`src/design/uar_pkg.sv`:
```
// Constants and types for the asynchronous receive front end
package uar_pkg;

    localparam int        CNT_W          = 5;
    localparam logic [4:0] SAMPLE_FIRST  = 5'h01;
    localparam logic [4:0] NORM_SPB      = 5'h10;
    localparam logic [4:0] DS_SPB        = 5'h08;
    localparam logic [4:0] NORM_VOTE_LO  = 5'h08;
    localparam logic [4:0] NORM_VOTE_HI  = 5'h0a;
    localparam logic [4:0] DS_VOTE_LO    = 5'h04;
    localparam logic [4:0] DS_VOTE_HI    = 5'h06;
    localparam logic [4:0] NORM_REARM    = 5'h0a;
    localparam logic [4:0] DS_REARM      = 5'h07;
    localparam int        MIN_BITS       = 5;
    localparam int        MAX_BITS_DEF   = 10;
    localparam logic      LINE_IDLE      = 1'b1;

    typedef enum logic [1:0] {
        ST_IDLE  = 2'b00,
        ST_START = 2'b01,
        ST_DATA  = 2'b10,
        ST_STOP  = 2'b11
    } uar_state_type;

endpackage

```
`src/design/uar_rx_recovery.sv`:
```
// Clock and data recovery for the asynchronous receive line
`timescale 1ns/1ps
module uar_rx_recovery #(
    parameter int MAX_BITS = uar_pkg::MAX_BITS_DEF
) (
    input  wire logic                clk,                  // System clock, 10 MHz
    input  wire logic                rst,                  // Synchronous reset, active high
    input  wire logic                rx_line,              // Receive pin, asynchronous
    input  wire logic                sample_tick,          // Oversampling tick, one cycle
    input  wire logic                double_speed_select,  // One selects eight samples per bit
    input  wire logic                receiver_enable_bit,  // Zero stops and flushes
    input  wire logic [3:0]          frame_bits,           // Data plus parity bits, 5 to 10
    output logic [MAX_BITS-1:0]      frame_data,           // Recovered bits, first in bit 0
    output logic                     stop_bit_error_flag,  // First stop bit was low
    output logic                     frame_strobe,         // One-cycle pulse per frame
    output logic                     frame_held,           // Held frame is valid
    output logic                     rx_busy               // Frame in progress
);

    // Elaboration check: the bit index is four bits wide
    if (MAX_BITS < uar_pkg::MIN_BITS || MAX_BITS > 15) begin : g_bad_width
        $error("MAX_BITS out of range");
    end

    ////////////////////////////////////////////////////////////////////////////////
    // Line synchronizer and sample history

    logic line_s;
    logic last_sample_r;
    logic last_sample_nxt;

    uar_line_sync u_sync (
        .clk       (clk),
        .rst       (rst),
        .line_in   (rx_line),
        .line_sync (line_s)
    );

    ////////////////////////////////////////////////////////////////////////////////
    // Mode decode

    logic [4:0] spb;
    logic [4:0] vote_lo;
    logic [4:0] vote_hi;
    logic [4:0] rearm_at;

    assign spb      = double_speed_select ? uar_pkg::DS_SPB : uar_pkg::NORM_SPB;
    assign vote_lo  = double_speed_select ? uar_pkg::DS_VOTE_LO : uar_pkg::NORM_VOTE_LO;
    assign vote_hi  = double_speed_select ? uar_pkg::DS_VOTE_HI : uar_pkg::NORM_VOTE_HI;
    assign rearm_at = double_speed_select ? uar_pkg::DS_REARM : uar_pkg::NORM_REARM;

    ////////////////////////////////////////////////////////////////////////////////
    // State and counters

    uar_pkg::uar_state_type state_r;
    uar_pkg::uar_state_type state_nxt;
    logic [4:0]             cnt_r;
    logic [4:0]             cnt_nxt;
    logic [4:0]             samp_no;
    logic [3:0]             bit_idx_r;
    logic [3:0]             bit_idx_nxt;

    logic in_window;
    logic at_vote;
    logic at_bit_end;
    logic at_rearm;
    logic start_edge;
    logic vote;
    logic last_data_bit;
    logic run;

    assign run           = receiver_enable_bit;
    // Count holds the last sample taken, so a tick sees the next number
    assign samp_no       = cnt_r + 5'h01;
    assign in_window     = (samp_no >= vote_lo) && (samp_no < vote_hi);
    assign at_vote       = sample_tick && (samp_no == vote_hi);
    assign at_bit_end    = sample_tick && (cnt_r >= spb);
    assign at_rearm      = sample_tick && (samp_no >= rearm_at);
    assign start_edge    = sample_tick && last_sample_r && !line_s;
    assign last_data_bit = (bit_idx_r == frame_bits - 4'h1);
    assign last_sample_nxt = sample_tick ? line_s : last_sample_r;

    uar_vote3 u_vote (
        .clk       (clk),
        .rst       (rst),
        .clear     (state_r == uar_pkg::ST_IDLE),
        .shift     (sample_tick && in_window),
        .sample_in (line_s),
        .vote_now  (vote)
    );

    always_comb begin
        state_nxt   = state_r;
        cnt_nxt     = sample_tick ? cnt_r + 5'h01 : cnt_r;
        bit_idx_nxt = bit_idx_r;
        unique case (state_r)
            uar_pkg::ST_IDLE: begin
                cnt_nxt     = cnt_r;
                bit_idx_nxt = 4'h0;
                if (start_edge) begin
                    state_nxt = uar_pkg::ST_START;
                    cnt_nxt   = uar_pkg::SAMPLE_FIRST;
                end
            end
            uar_pkg::ST_START: begin
                if (at_vote && vote) begin
                    state_nxt = uar_pkg::ST_IDLE;
                end else if (at_bit_end) begin
                    state_nxt = uar_pkg::ST_DATA;
                    cnt_nxt   = uar_pkg::SAMPLE_FIRST;
                end
            end
            uar_pkg::ST_DATA: begin
                if (at_bit_end) begin
                    cnt_nxt = uar_pkg::SAMPLE_FIRST;
                    if (last_data_bit) begin
                        state_nxt = uar_pkg::ST_STOP;
                    end else begin
                        bit_idx_nxt = bit_idx_r + 4'h1;
                    end
                end
            end
            uar_pkg::ST_STOP: begin
                if (at_rearm) begin
                    state_nxt = uar_pkg::ST_IDLE;
                end
            end
        endcase
        if (!run) begin
            state_nxt   = uar_pkg::ST_IDLE;
            bit_idx_nxt = 4'h0;
        end
    end

    always_ff @(posedge clk) begin
        if (rst) begin
            state_r       <= uar_pkg::ST_IDLE;
            cnt_r         <= 5'h00;
            bit_idx_r     <= 4'h0;
            last_sample_r <= uar_pkg::LINE_IDLE;
        end else begin
            state_r       <= state_nxt;
            cnt_r         <= cnt_nxt;
            bit_idx_r     <= bit_idx_nxt;
            last_sample_r <= last_sample_nxt;
        end
    end

    ////////////////////////////////////////////////////////////////////////////////
    // Shift data and hold the finished frame

    logic [MAX_BITS-1:0] shift_r;
    logic [MAX_BITS-1:0] shift_nxt;
    logic                data_vote;
    logic                stop_vote;

    assign data_vote = run && (state_r == uar_pkg::ST_DATA) && at_vote;
    assign stop_vote = run && (state_r == uar_pkg::ST_STOP) && at_vote;

    always_comb begin
        shift_nxt = shift_r;
        if (state_r == uar_pkg::ST_START) begin
            shift_nxt = '0;
        end else if (data_vote) begin
            shift_nxt[bit_idx_r] = vote;
        end
    end

    always_ff @(posedge clk) begin
        if (rst) begin
            shift_r <= '0;
        end else begin
            shift_r <= shift_nxt;
        end
    end

    // Data and error status move out together on the stop vote
    always_ff @(posedge clk) begin
        if (rst || !run) begin
            frame_data          <= '0;
            stop_bit_error_flag <= 1'b0;
            frame_strobe        <= 1'b0;
            frame_held          <= 1'b0;
        end else begin
            frame_strobe <= stop_vote;
            if (stop_vote) begin
                frame_data          <= shift_r;
                stop_bit_error_flag <= !vote;
                frame_held          <= 1'b1;
            end
        end
    end

    always_ff @(posedge clk) begin
        if (rst) begin
            rx_busy <= 1'b0;
        end else begin
            rx_busy <= (state_nxt != uar_pkg::ST_IDLE);
        end
    end

    ////////////////////////////////////////////////////////////////////////////////
    // Checks

    chk_tick_gates_count: assert property (
        @(posedge clk) disable iff (rst)
        (run && state_r != uar_pkg::ST_IDLE && !sample_tick) |=> $stable(cnt_r))
        else $error("sample count moved without a tick");

    chk_start_restarts_one: assert property (
        @(posedge clk) disable iff (rst)
        (run && state_r == uar_pkg::ST_IDLE && sample_tick && last_sample_r && !line_s)
        |=> (state_r == uar_pkg::ST_START && cnt_r == uar_pkg::SAMPLE_FIRST))
        else $error("start edge did not restart count at one");

    chk_noise_rejected: assert property (
        @(posedge clk) disable iff (rst)
        (state_r == uar_pkg::ST_START && sample_tick && samp_no == vote_hi && vote)
        |=> state_r == uar_pkg::ST_IDLE)
        else $error("noisy start not rejected");

    chk_start_accepted: assert property (
        @(posedge clk) disable iff (rst)
        (run && state_r == uar_pkg::ST_START && sample_tick && samp_no == vote_hi && !vote)
        |=> state_r == uar_pkg::ST_START)
        else $error("valid start dropped");

    chk_count_in_range: assert property (
        @(posedge clk) disable iff (rst)
        (state_r != uar_pkg::ST_IDLE) |-> (cnt_r >= uar_pkg::SAMPLE_FIRST && cnt_r <= spb))
        else $error("sample count outside bit");

    chk_data_vote_kept: assert property (
        @(posedge clk) disable iff (rst)
        data_vote |=> shift_r[$past(bit_idx_r)] == $past(vote))
        else $error("data bit not taken from vote");

    chk_stop_after_bits: assert property (
        @(posedge clk) disable iff (rst)
        (run && state_r == uar_pkg::ST_DATA && at_bit_end && last_data_bit)
        |=> state_r == uar_pkg::ST_STOP)
        else $error("stop bit not reached after frame bits");

    chk_frame_error: assert property (
        @(posedge clk) disable iff (rst)
        stop_vote |=> (frame_strobe && frame_held && stop_bit_error_flag == !$past(vote)))
        else $error("framing error not reported");

    chk_normal_rearm: assert property (
        @(posedge clk) disable iff (rst)
        (stop_vote && !double_speed_select) |=> state_r == uar_pkg::ST_IDLE)
        else $error("normal mode not rearmed after stop vote");

    chk_disable_flush: assert property (
        @(posedge clk) disable iff (rst)
        !run |=> (state_r == uar_pkg::ST_IDLE && !frame_held && !frame_strobe))
        else $error("disable did not flush");

    chk_error_held: assert property (
        @(posedge clk) disable iff (rst)
        (run && frame_held && !stop_vote) |=> $stable(stop_bit_error_flag))
        else $error("held error status changed");

    chk_busy_follows_state: assert property (
        @(posedge clk) disable iff (rst)
        rx_busy == (state_r != uar_pkg::ST_IDLE))
        else $error("busy flag differs from receiver state");

    chk_stop_rearm_idle: assert property (
        @(posedge clk) disable iff (rst)
        (run && state_r == uar_pkg::ST_STOP && at_rearm)
        |=> state_r == uar_pkg::ST_IDLE)
        else $error("extra stop samples not ignored");

    chk_double_rearm_late: assert property (
        @(posedge clk) disable iff (rst)
        (stop_vote && double_speed_select) |=> state_r == uar_pkg::ST_STOP)
        else $error("double speed rearmed before its earliest start");

    chk_strobe_single: assert property (
        @(posedge clk) disable iff (rst)
        frame_strobe |=> !frame_strobe)
        else $error("frame strobe longer than one cycle");

    chk_held_stays: assert property (
        @(posedge clk) disable iff (rst)
        (run && frame_held) |=> frame_held)
        else $error("held frame lost while enabled");

    chk_start_clears_data: assert property (
        @(posedge clk) disable iff (rst)
        (run && state_r == uar_pkg::ST_START)
        |=> shift_r == '0)
        else $error("shift register not cleared for new frame");

    chk_bit_advance: assert property (
        @(posedge clk) disable iff (rst)
        (run && state_r == uar_pkg::ST_DATA && at_bit_end && !last_data_bit)
        |=> (state_r == uar_pkg::ST_DATA && cnt_r == uar_pkg::SAMPLE_FIRST
             && bit_idx_r == $past(bit_idx_r) + 4'h1))
        else $error("bit timing not restarted at the next bit");

    chk_idle_needs_edge: assert property (
        @(posedge clk) disable iff (rst)
        (state_r == uar_pkg::ST_IDLE && !start_edge) |=> state_r == uar_pkg::ST_IDLE)
        else $error("left idle without a start edge");

endmodule

```
`src/design/uar_line_sync.sv`:
```
// Two-stage synchronizer for the receive line
`timescale 1ns/1ps
module uar_line_sync (
    input  wire logic clk,       // System clock
    input  wire logic rst,       // Synchronous reset, active high
    input  wire logic line_in,   // Asynchronous receive pin
    output logic      line_sync  // Synchronized line level
);
    logic meta_r;

    // First stage feeds only the second stage
    always_ff @(posedge clk) begin
        if (rst) begin
            meta_r    <= uar_pkg::LINE_IDLE;
            line_sync <= uar_pkg::LINE_IDLE;
        end else begin
            meta_r    <= line_in;
            line_sync <= meta_r;
        end
    end
endmodule

```
`src/design/uar_vote3.sv`:
```
// Three-sample majority voter with a two-deep history
`timescale 1ns/1ps
module uar_vote3 (
    input  wire logic clk,       // System clock
    input  wire logic rst,       // Synchronous reset, active high
    input  wire logic clear,     // Drop stored samples
    input  wire logic shift,     // Store the current sample
    input  wire logic sample_in, // Current line sample
    output logic      vote_now   // Majority of two stored and current
);
    logic [1:0] hist_r;
    logic [1:0] hist_nxt;

    assign hist_nxt = clear ? 2'h0 : (shift ? {hist_r[0], sample_in} : hist_r);
    // Two or three high samples give one
    assign vote_now = (hist_r[1] & hist_r[0]) | (hist_r[1] & sample_in)
                    | (hist_r[0] & sample_in);

    always_ff @(posedge clk) begin
        if (rst) begin
            hist_r <= 2'h0;
        end else begin
            hist_r <= hist_nxt;
        end
    end
endmodule

```
`config.mk`:
```
export PLATFORM = sky130hd
export DESIGN_NAME = uar_rx_recovery
export DESIGN_NICKNAME = d
export VERILOG_FILES = /design/src/design/uar_pkg.sv /design/src/design/uar_rx_recovery.sv /design/src/design/uar_line_sync.sv /design/src/design/uar_vote3.sv
export SDC_FILE = /design/constraint.sdc
export NUM_CORES = 1
export LEC_CHECK = 0
export ABC_AREA = 1
export BUFFER_PORTS_ARGS = -buffer_cell sky130_fd_sc_hd__buf_2
export CAP_MARGIN = 40
export CORE_AREA = 10 10 71 73
export DETAILED_ROUTE_END_ITERATION = 8
export DIE_AREA = 0 0 81 83
export MAX_ROUTING_LAYER = met4
export PLACE_DENSITY = 0.86
export SLEW_MARGIN = 15
export SYNTH_ARGS = -nofsm -noshare
export SYNTH_HDL_FRONTEND = slang
export SYNTH_HIERARCHICAL = 1
export SYNTH_SLANG_ARGS = --single-unit
```
`constraint.sdc`:
```
create_clock -name clk -period 3.24 [get_ports clk]
set_input_delay 0 -clock clk [delete_from_list [all_inputs] [get_ports clk]]
set_output_delay 0 -clock clk [all_outputs]
set_load 0.02 [all_outputs]
```
==> flow_summary.json, run 1 <==
{
  "grt_max_degree": 21,
  "area_delta_synth_final_pct": 11.1,
  "worstSetupEndpointType": "register",
  "critPathKind": "reg -> reg",
  "antenna_left": 0,
  "layout-drive-gt1-share": 0.117,
  "grt.total_usage": 0.155,
  "period_needed_ps": 2540,
  "multi_input_area_um2": 1220,
  "fill_cells": 337,
  "use_met1": 0.189,
  "synthesis.area_um2": 2270,
  "io_buffer_count": 23,
  "post_cts_buffers": 0,
  "ir_drop_v": 0.000191,
  "grt_pass1_wl_mm": 8.47,
  "synth_cell_type_count": 27,
  "cap_violations": 0,
  "synth-edff-count": 0,
  "ys.flop_type": "dfxtp_1",
  "rows": 22,
  "synth_most_common_cell": "nand2_1",
  "cts_buffers": 5,
  "netlist.area_leader.share": 0.353,
  "hold_viol": 0,
  "worst_pin_slew_ps": 553,
  "finalCritPeriodShare": 0.784,
  "clk_pin_slew_ps": 80,
  "insertion_delay_ps": 300,
  "overflow": 0,
  "ys_ff_latch": 40,
  "final-setup-viol-count": 0,
  "wire_per_inst_um": 11.9,
  "gp_congestion": 0.925,
  "met2_usage": 0.238,
  "rsz0062_at_grt": "no",
  "powerDensity_nw_per_um2": 355,
  "status": "completed",
  "synth.avg_cell_area_um2": 6.63,
  "routed_wirelength_mm": 4.94,
  "worst_slack_ps": 698,
  "die_area_um2": 6720,
  "synth_area_leaders": "dfxtp_1, nand2_1, inv_1",
  "arrival_ps": 2760,
  "cp-startpoint": "cnt_r[0]",
  "antenna_found_initial": 0,
  "power_mw": 0.894,
  "clock_path_buffers": 2,
  "ys_async_sr_fraction": 0,
  "fmax_mhz": 393,
  "drc": 0,
  "p_leak_nw": 1.16,
  "first_pass_iters": 5,
  "cp_max_fo": 12,
  "seq_area_um2": 801,
  "start_util": 0.624,
  "grt_pass1_vias": 1953,
  "die_x_um": 81,
  "place_worst_setup_slack_ps": 765,
  "ys_seq_area_frac": 0.353,
  "ys_warn_count": 6,
  "setup_tns_ps": 0,
  "cts_tree": "built",
  "cp_data_required_time_ps": 3460,
  "fin_nets": 392,
  "num_io_pins": 24,
  "dp_hpwl_mm": 3.77,
  "min-delay-start": "receiver_enable_bit",
  "cp_slowest_stage_delay_ps": 470,
  "insertedDiodeCount": 0,
  "root_buffer": "clkbuf_8",
  "slowest_stage": "dfxtp_1",
  "r2r_start": "cnt_r[0]",
  "yosysTopAreaCell": "dfxtp_1",
  "use_met3": 0.0409,
  "cts_sinks": 40,
  "core_um2": 3630,
  "dr.first_iter.drc_count": 211,
  "synth_common_cells": "nand2_1, inv_1, dfxtp_1",
  "syn_nets": 366,
  "fin_skew_ps": 7.60,
  "htreeDepth": 2,
  "slew_headroom": 0.628,
  "die_h_um": 83,
  "finalMaxSlewViolations": 0,
  "busiest_layer": "met2",
  "cp_top_family": "simple AND/OR/NAND/NOR gates",
  "hp-class": "in -> reg",
  "vias": 2145,
  "crit_buf_inv": 3,
  "via_per_inst": 5.14,
  "synth_cells": 342,
  "cp-start-kind": "register",
  "crit_chain": "inv_1 -> nor3_1 -> or2_2 -> nand2_1 -> ha_1 -> nand3_1 -> nor2_2 -> inv_2 -> nor2_4 -> nand3_2 -> inv_2 -> nand2_1 -> a21oi_1"
}
## cells in the final DEF (no fill, tap or decap), types with 2 or more instances in the layout
master and n:
nand4_1 11, nor2_2 4, ha_1 14, nor3_1 2, nand3b_1 3, nand3_1 29, dlygate4sd3_1 2, nor2_1 35
inv_1 50, a21oi_1 29, inv_2 2, buf_2 23, clkbuf_8 5, o21ai_0 10, nor2_4 2, o211ai_1 3
buf_4 2, clkinv_2 2, xnor2_1 2, dfxtp_1 40, nand2_1 91
## report_power, final
| group | switching [mW] | internal (mW) |
|---|---|---|
| logic | 0.0407 | 0.0217 |
| registers | 0.00311 | 0.494 |
| clock network | 0.185 | 0.150 |
| total | 0.229 | 0.666 |
## final timing paths
kind	to	slack (ps)	depth (start not counted)
worst max register to register	frame_data[1]	700	13
worst min-delay path	frame_strobe	4	3
worst min register to register	u_sync/line_sync	410	2
worst max-delay path	frame_data[1]	700	13
## worst reg2reg max path, stage by stage, from the launching register on
cell and delay, ps:
dfxtp_1 470, inv_1 110, nor3_1 250, or2_2 160
nand2_1 60, ha_1 330, nand3_1 100, nor2_2 160
inv_2 70, nor2_4 90, nand3_2 210, inv_2 240
nand2_1 80, a21oi_1 140
## logic make-up after synthesis
family | count (synthesis) | share of synthesized area
xor gates and xnor gates | 3 | 0.0116
AOI/OAI and AO/OA | 44 | 0.102
adders and majority gates | 14 | 0.0773
buffers and inverters | 61 | 0.108
and+or+nand+nor | 180 | 0.348
DFF | 40 | 0.353
## layout make-up
type                            count  area share
Clock buffer                        5      0.0273
Clock inverter                      3     0.00745
Inverter                           53      0.0789
Multi-Input combinational cell    241       0.485
Sequential cell                    40       0.318
Tap cell                           48      0.0238
Timing Repair Buffer               27      0.0596
## metal layers
| metal | routed length, um | up-vias |
|---|---|---|
| met3 | 345 | 8 |
| met2 | 2220 | 66 |
| met4 | 85 | 0 |
| met5 | 0 | - |
| li1 | - | 1146 |
| met1 | 2290 | 925 |
## per-stage QoR
| step | hold WS, ps | cell area, um2 | util | instances |
|---|---|---|---|---|
| final | 4.14 | 2520 | 0.694 | 417 |
| after CTS | 3.74 | 2520 | 0.694 | 417 |
| after global placement | 180 | 2410 | 0.664 | 407 |
| after floorplan | 69.1 | 2270 | - | 342 |
| after global routing | 2.07 | 2520 | 0.694 | 417 |
| after detailed placement | 182 | 2410 | 0.664 | 407 |
## sequential cells by signal, indices dropped and copies added, names as in the netlist
name                 count
frame_held               1
last_sample_r            1
rx_busy                  1
u_sync/line_sync         1
bit_idx_r                4
stop_bit_error_flag      1
u_sync/meta_r            1
shift_r                 10
frame_data              10
frame_strobe             1
state_r                  2
u_vote/hist_r            2
cnt_r                    5
## timing repair
action | 4_1_cts | 5_1_grt
hold endpoints to repair | 3 | 0
hold buffers | 2 | 0
resized for setup | 0 | 0
Power figures use the tool's default switching activity.
==> run 2, diff against run 1 <==
--- a/config.mk
+++ b/config.mk
@@ -8,11 +8,11 @@
 export ABC_AREA = 1
 export BUFFER_PORTS_ARGS = -buffer_cell sky130_fd_sc_hd__buf_2
 export CAP_MARGIN = 40
-export CORE_AREA = 10 10 71 73
+export CORE_AREA = 10 10 74 76
 export DETAILED_ROUTE_END_ITERATION = 8
-export DIE_AREA = 0 0 81 83
+export DIE_AREA = 0 0 84 86
 export MAX_ROUTING_LAYER = met4
-export PLACE_DENSITY = 0.86
+export PLACE_DENSITY = 0.8
 export SLEW_MARGIN = 15
 export SYNTH_ARGS = -nofsm -noshare
 export SYNTH_HDL_FRONTEND = slang
==> constraint.sdc (replaced) <==
create_clock -name clk -period 2.4 [get_ports clk]
set_input_delay 0 -clock clk [delete_from_list [all_inputs] [get_ports clk]]
set_output_delay 0 -clock clk [all_outputs]
set_load 0.02 [all_outputs]
==> flow_summary.json, run 2 (synthesis gave the netlist of run 1 again) <==
{
  "status": "completed",
  "p_leak_nw": 1.18,
  "final_common_cell": "nand2_1",
  "ir_drop_v": 0.000352,
  "clk_pin_slew_ps": 80,
  "vias": 2219,
  "worst_pin_slew_ps": 513,
  "fill_cells": 367,
  "cp_max_fo": 11,
  "first_pass_iters": 5,
  "num_io_pins": 24,
  "swShare": 0.224,
  "power_switching_mw": 0.290,
  "grt_pass1_vias": 2036,
  "finalCritPeriodShare": 0.913,
  "overflow": 0,
  "cts_buffers": 5,
  "dp_hpwl_mm": 3.75,
  "die_h_um": 86,
  "cp-startpoint": "cnt_r[0]",
  "finalMaxSlewViolations": 0,
  "htreeDepth": 2,
  "cts_tree": "built",
  "rr_worst_depth": 13,
  "grt.total_usage": 0.140,
  "area_delta_synth_final_pct": 14.5,
  "drc": 0,
  "critPathKind": "reg -> reg",
  "routed_wirelength_mm": 5.04,
  "period_needed_ps": 2190,
  "worstSetupEndpointType": "register",
  "seq_area_um2": 807,
  "hp-class": "in -> reg",
  "wl_met1_mm": 2.33,
  "die_area_um2": 7220,
  "antenna_left": 0,
  "gp_congestion": 0.872,
  "dr_wl_met3_um": 262,
  "final-setup-viol-count": 0,
  "grt_max_degree": 20,
  "comb_power_share": 0.067,
  "p_clk_frac": 0.416,
  "met2_length_mm": 2.38,
  "antenna_found_initial": 0,
  "fin_nets": 395,
  "die_x_um": 84,
  "dr.first_iter.drc_count": 120,
  "insertedDiodeCount": 0,
  "core_um2": 3970,
  "topRoutingLayerUsed": "met4",
  "final_cell_mix": "nand2_1, inv_1, dfxtp_1, nor2_1, a21oi_1",
  "p_seq_frac": 0.517,
  "grt_pass1_wl_mm": 8.58,
  "fin_skew_ps": 4.80,
  "holdWs_ps": 149,
  "rsz0062_at_grt": "no",
  "slew_headroom": 0.656,
  "multi_input_area_um2": 1240,
  "cp-start-kind": "register",
  "fmax_mhz": 456,
  "io_buffer_count": 23,
  "insertion_delay_ps": 290,
  "rows": 23,
  "powerDensity_nw_per_um2": 500,
  "arrival_ps": 2350,
  "clock_path_buffers": 2,
  "rrSetupSlack_ps": 210,
  "hold_viol": 0,
  "setup_tns_ps": 0,
  "cts_sinks": 40,
  "cp_data_required_time_ps": 2560,
  "root_buffer": "clkbuf_8",
  "power.internal_mw": 1.01,
  "wire_per_inst_um": 11.9,
  "top_regs": "frame_data: 10 flops, shift_r: 10 flops, cnt_r: 5 flops",
  "crit_end": "frame_data[0]",
  "via_per_inst": 5.26,
  "timing.rr.end": "frame_data[0]",
  "layout-drive-gt1-share": 0.132,
  "cap_violations": 0,
  "start_util": 0.571,
  "r2r_start": "cnt_r[0]"
}
-- run 2: worst min-delay path by stage --
stage | startpoint | to | slack, ps | cells past startpoint
after floorplan | rst | cnt_r[2] | 70 | 1
after global placement | rx_line | u_sync/meta_r | 180 | 3
after detailed placement | rx_line | u_sync/meta_r | 180 | 3
after CTS | sample_tick | cnt_r[3] | 150 | 3
after global routing | sample_tick | cnt_r[3] | 210 | 3
final | sample_tick | cnt_r[3] | 150 | 3
-- run 2: per-stage QoR --
step	std cells	utilization	instance area, um2	setup WS (ps)	power (mW)
global placement	411	0.612	2430	226	0.765
CTS	422	0.647	2570	69.5	1.30
detailed placement	411	0.612	2430	106	0.767
floorplan	342	-	2270	294	0.740
finish	422	0.653	2590	209	1.30
global route	422	0.653	2590	14.3	1.34
-- run 2: timing repair --
action	4_1_cts	5_1_grt
endpoints found under the setup margin	0	31
endpoints found under the hold margin	3	0
gates resized for setup	0	9
hold buffers	3	0
setup buffers	0	0
-- run 2: area by class of cell --
class | instances | area share
clock buffer | 6 | 0.0280
multi-input combinational | 241 | 0.477
timing repair buffer | 30 | 0.0689
tap | 50 | 0.0241
sequential | 40 | 0.311
inverter | 53 | 0.0776
clock inverter | 2 | 0.0135
-- run 2: worst max-delay path, cell delays in order (launching register included) --
cell     delay, ps
dfxtp_4        390
inv_1           80
nor3_2         190
or2_2          140
nand2_1         50
ha_1           320
nand3_1        120
nor2_4         160
inv_2           60
nor2_4         120
nand3_2        120
buf_4          190
nand2_1         70
a21oi_1         60
-- run 2: power groups by stage --
stage | Sequential [mW] | Clock [mW] | Combinational (mW)
after floorplan | 0.686 | 0 | 0.0544
after global placement | 0.686 | 0 | 0.0792
after detailed placement | 0.686 | 0 | 0.0808
after CTS | 0.670 | 0.547 | 0.0852
after global routing | 0.671 | 0.570 | 0.0993
final | 0.670 | 0.540 | 0.0870
-- run 2: routing by layer --
layer  GRT usage  vias to the layer above
li1            -                     1147
met1       0.158                     1012
met2       0.242                       52
met3      0.0341                        8
met4      0.0411                        0
met5           -                        -
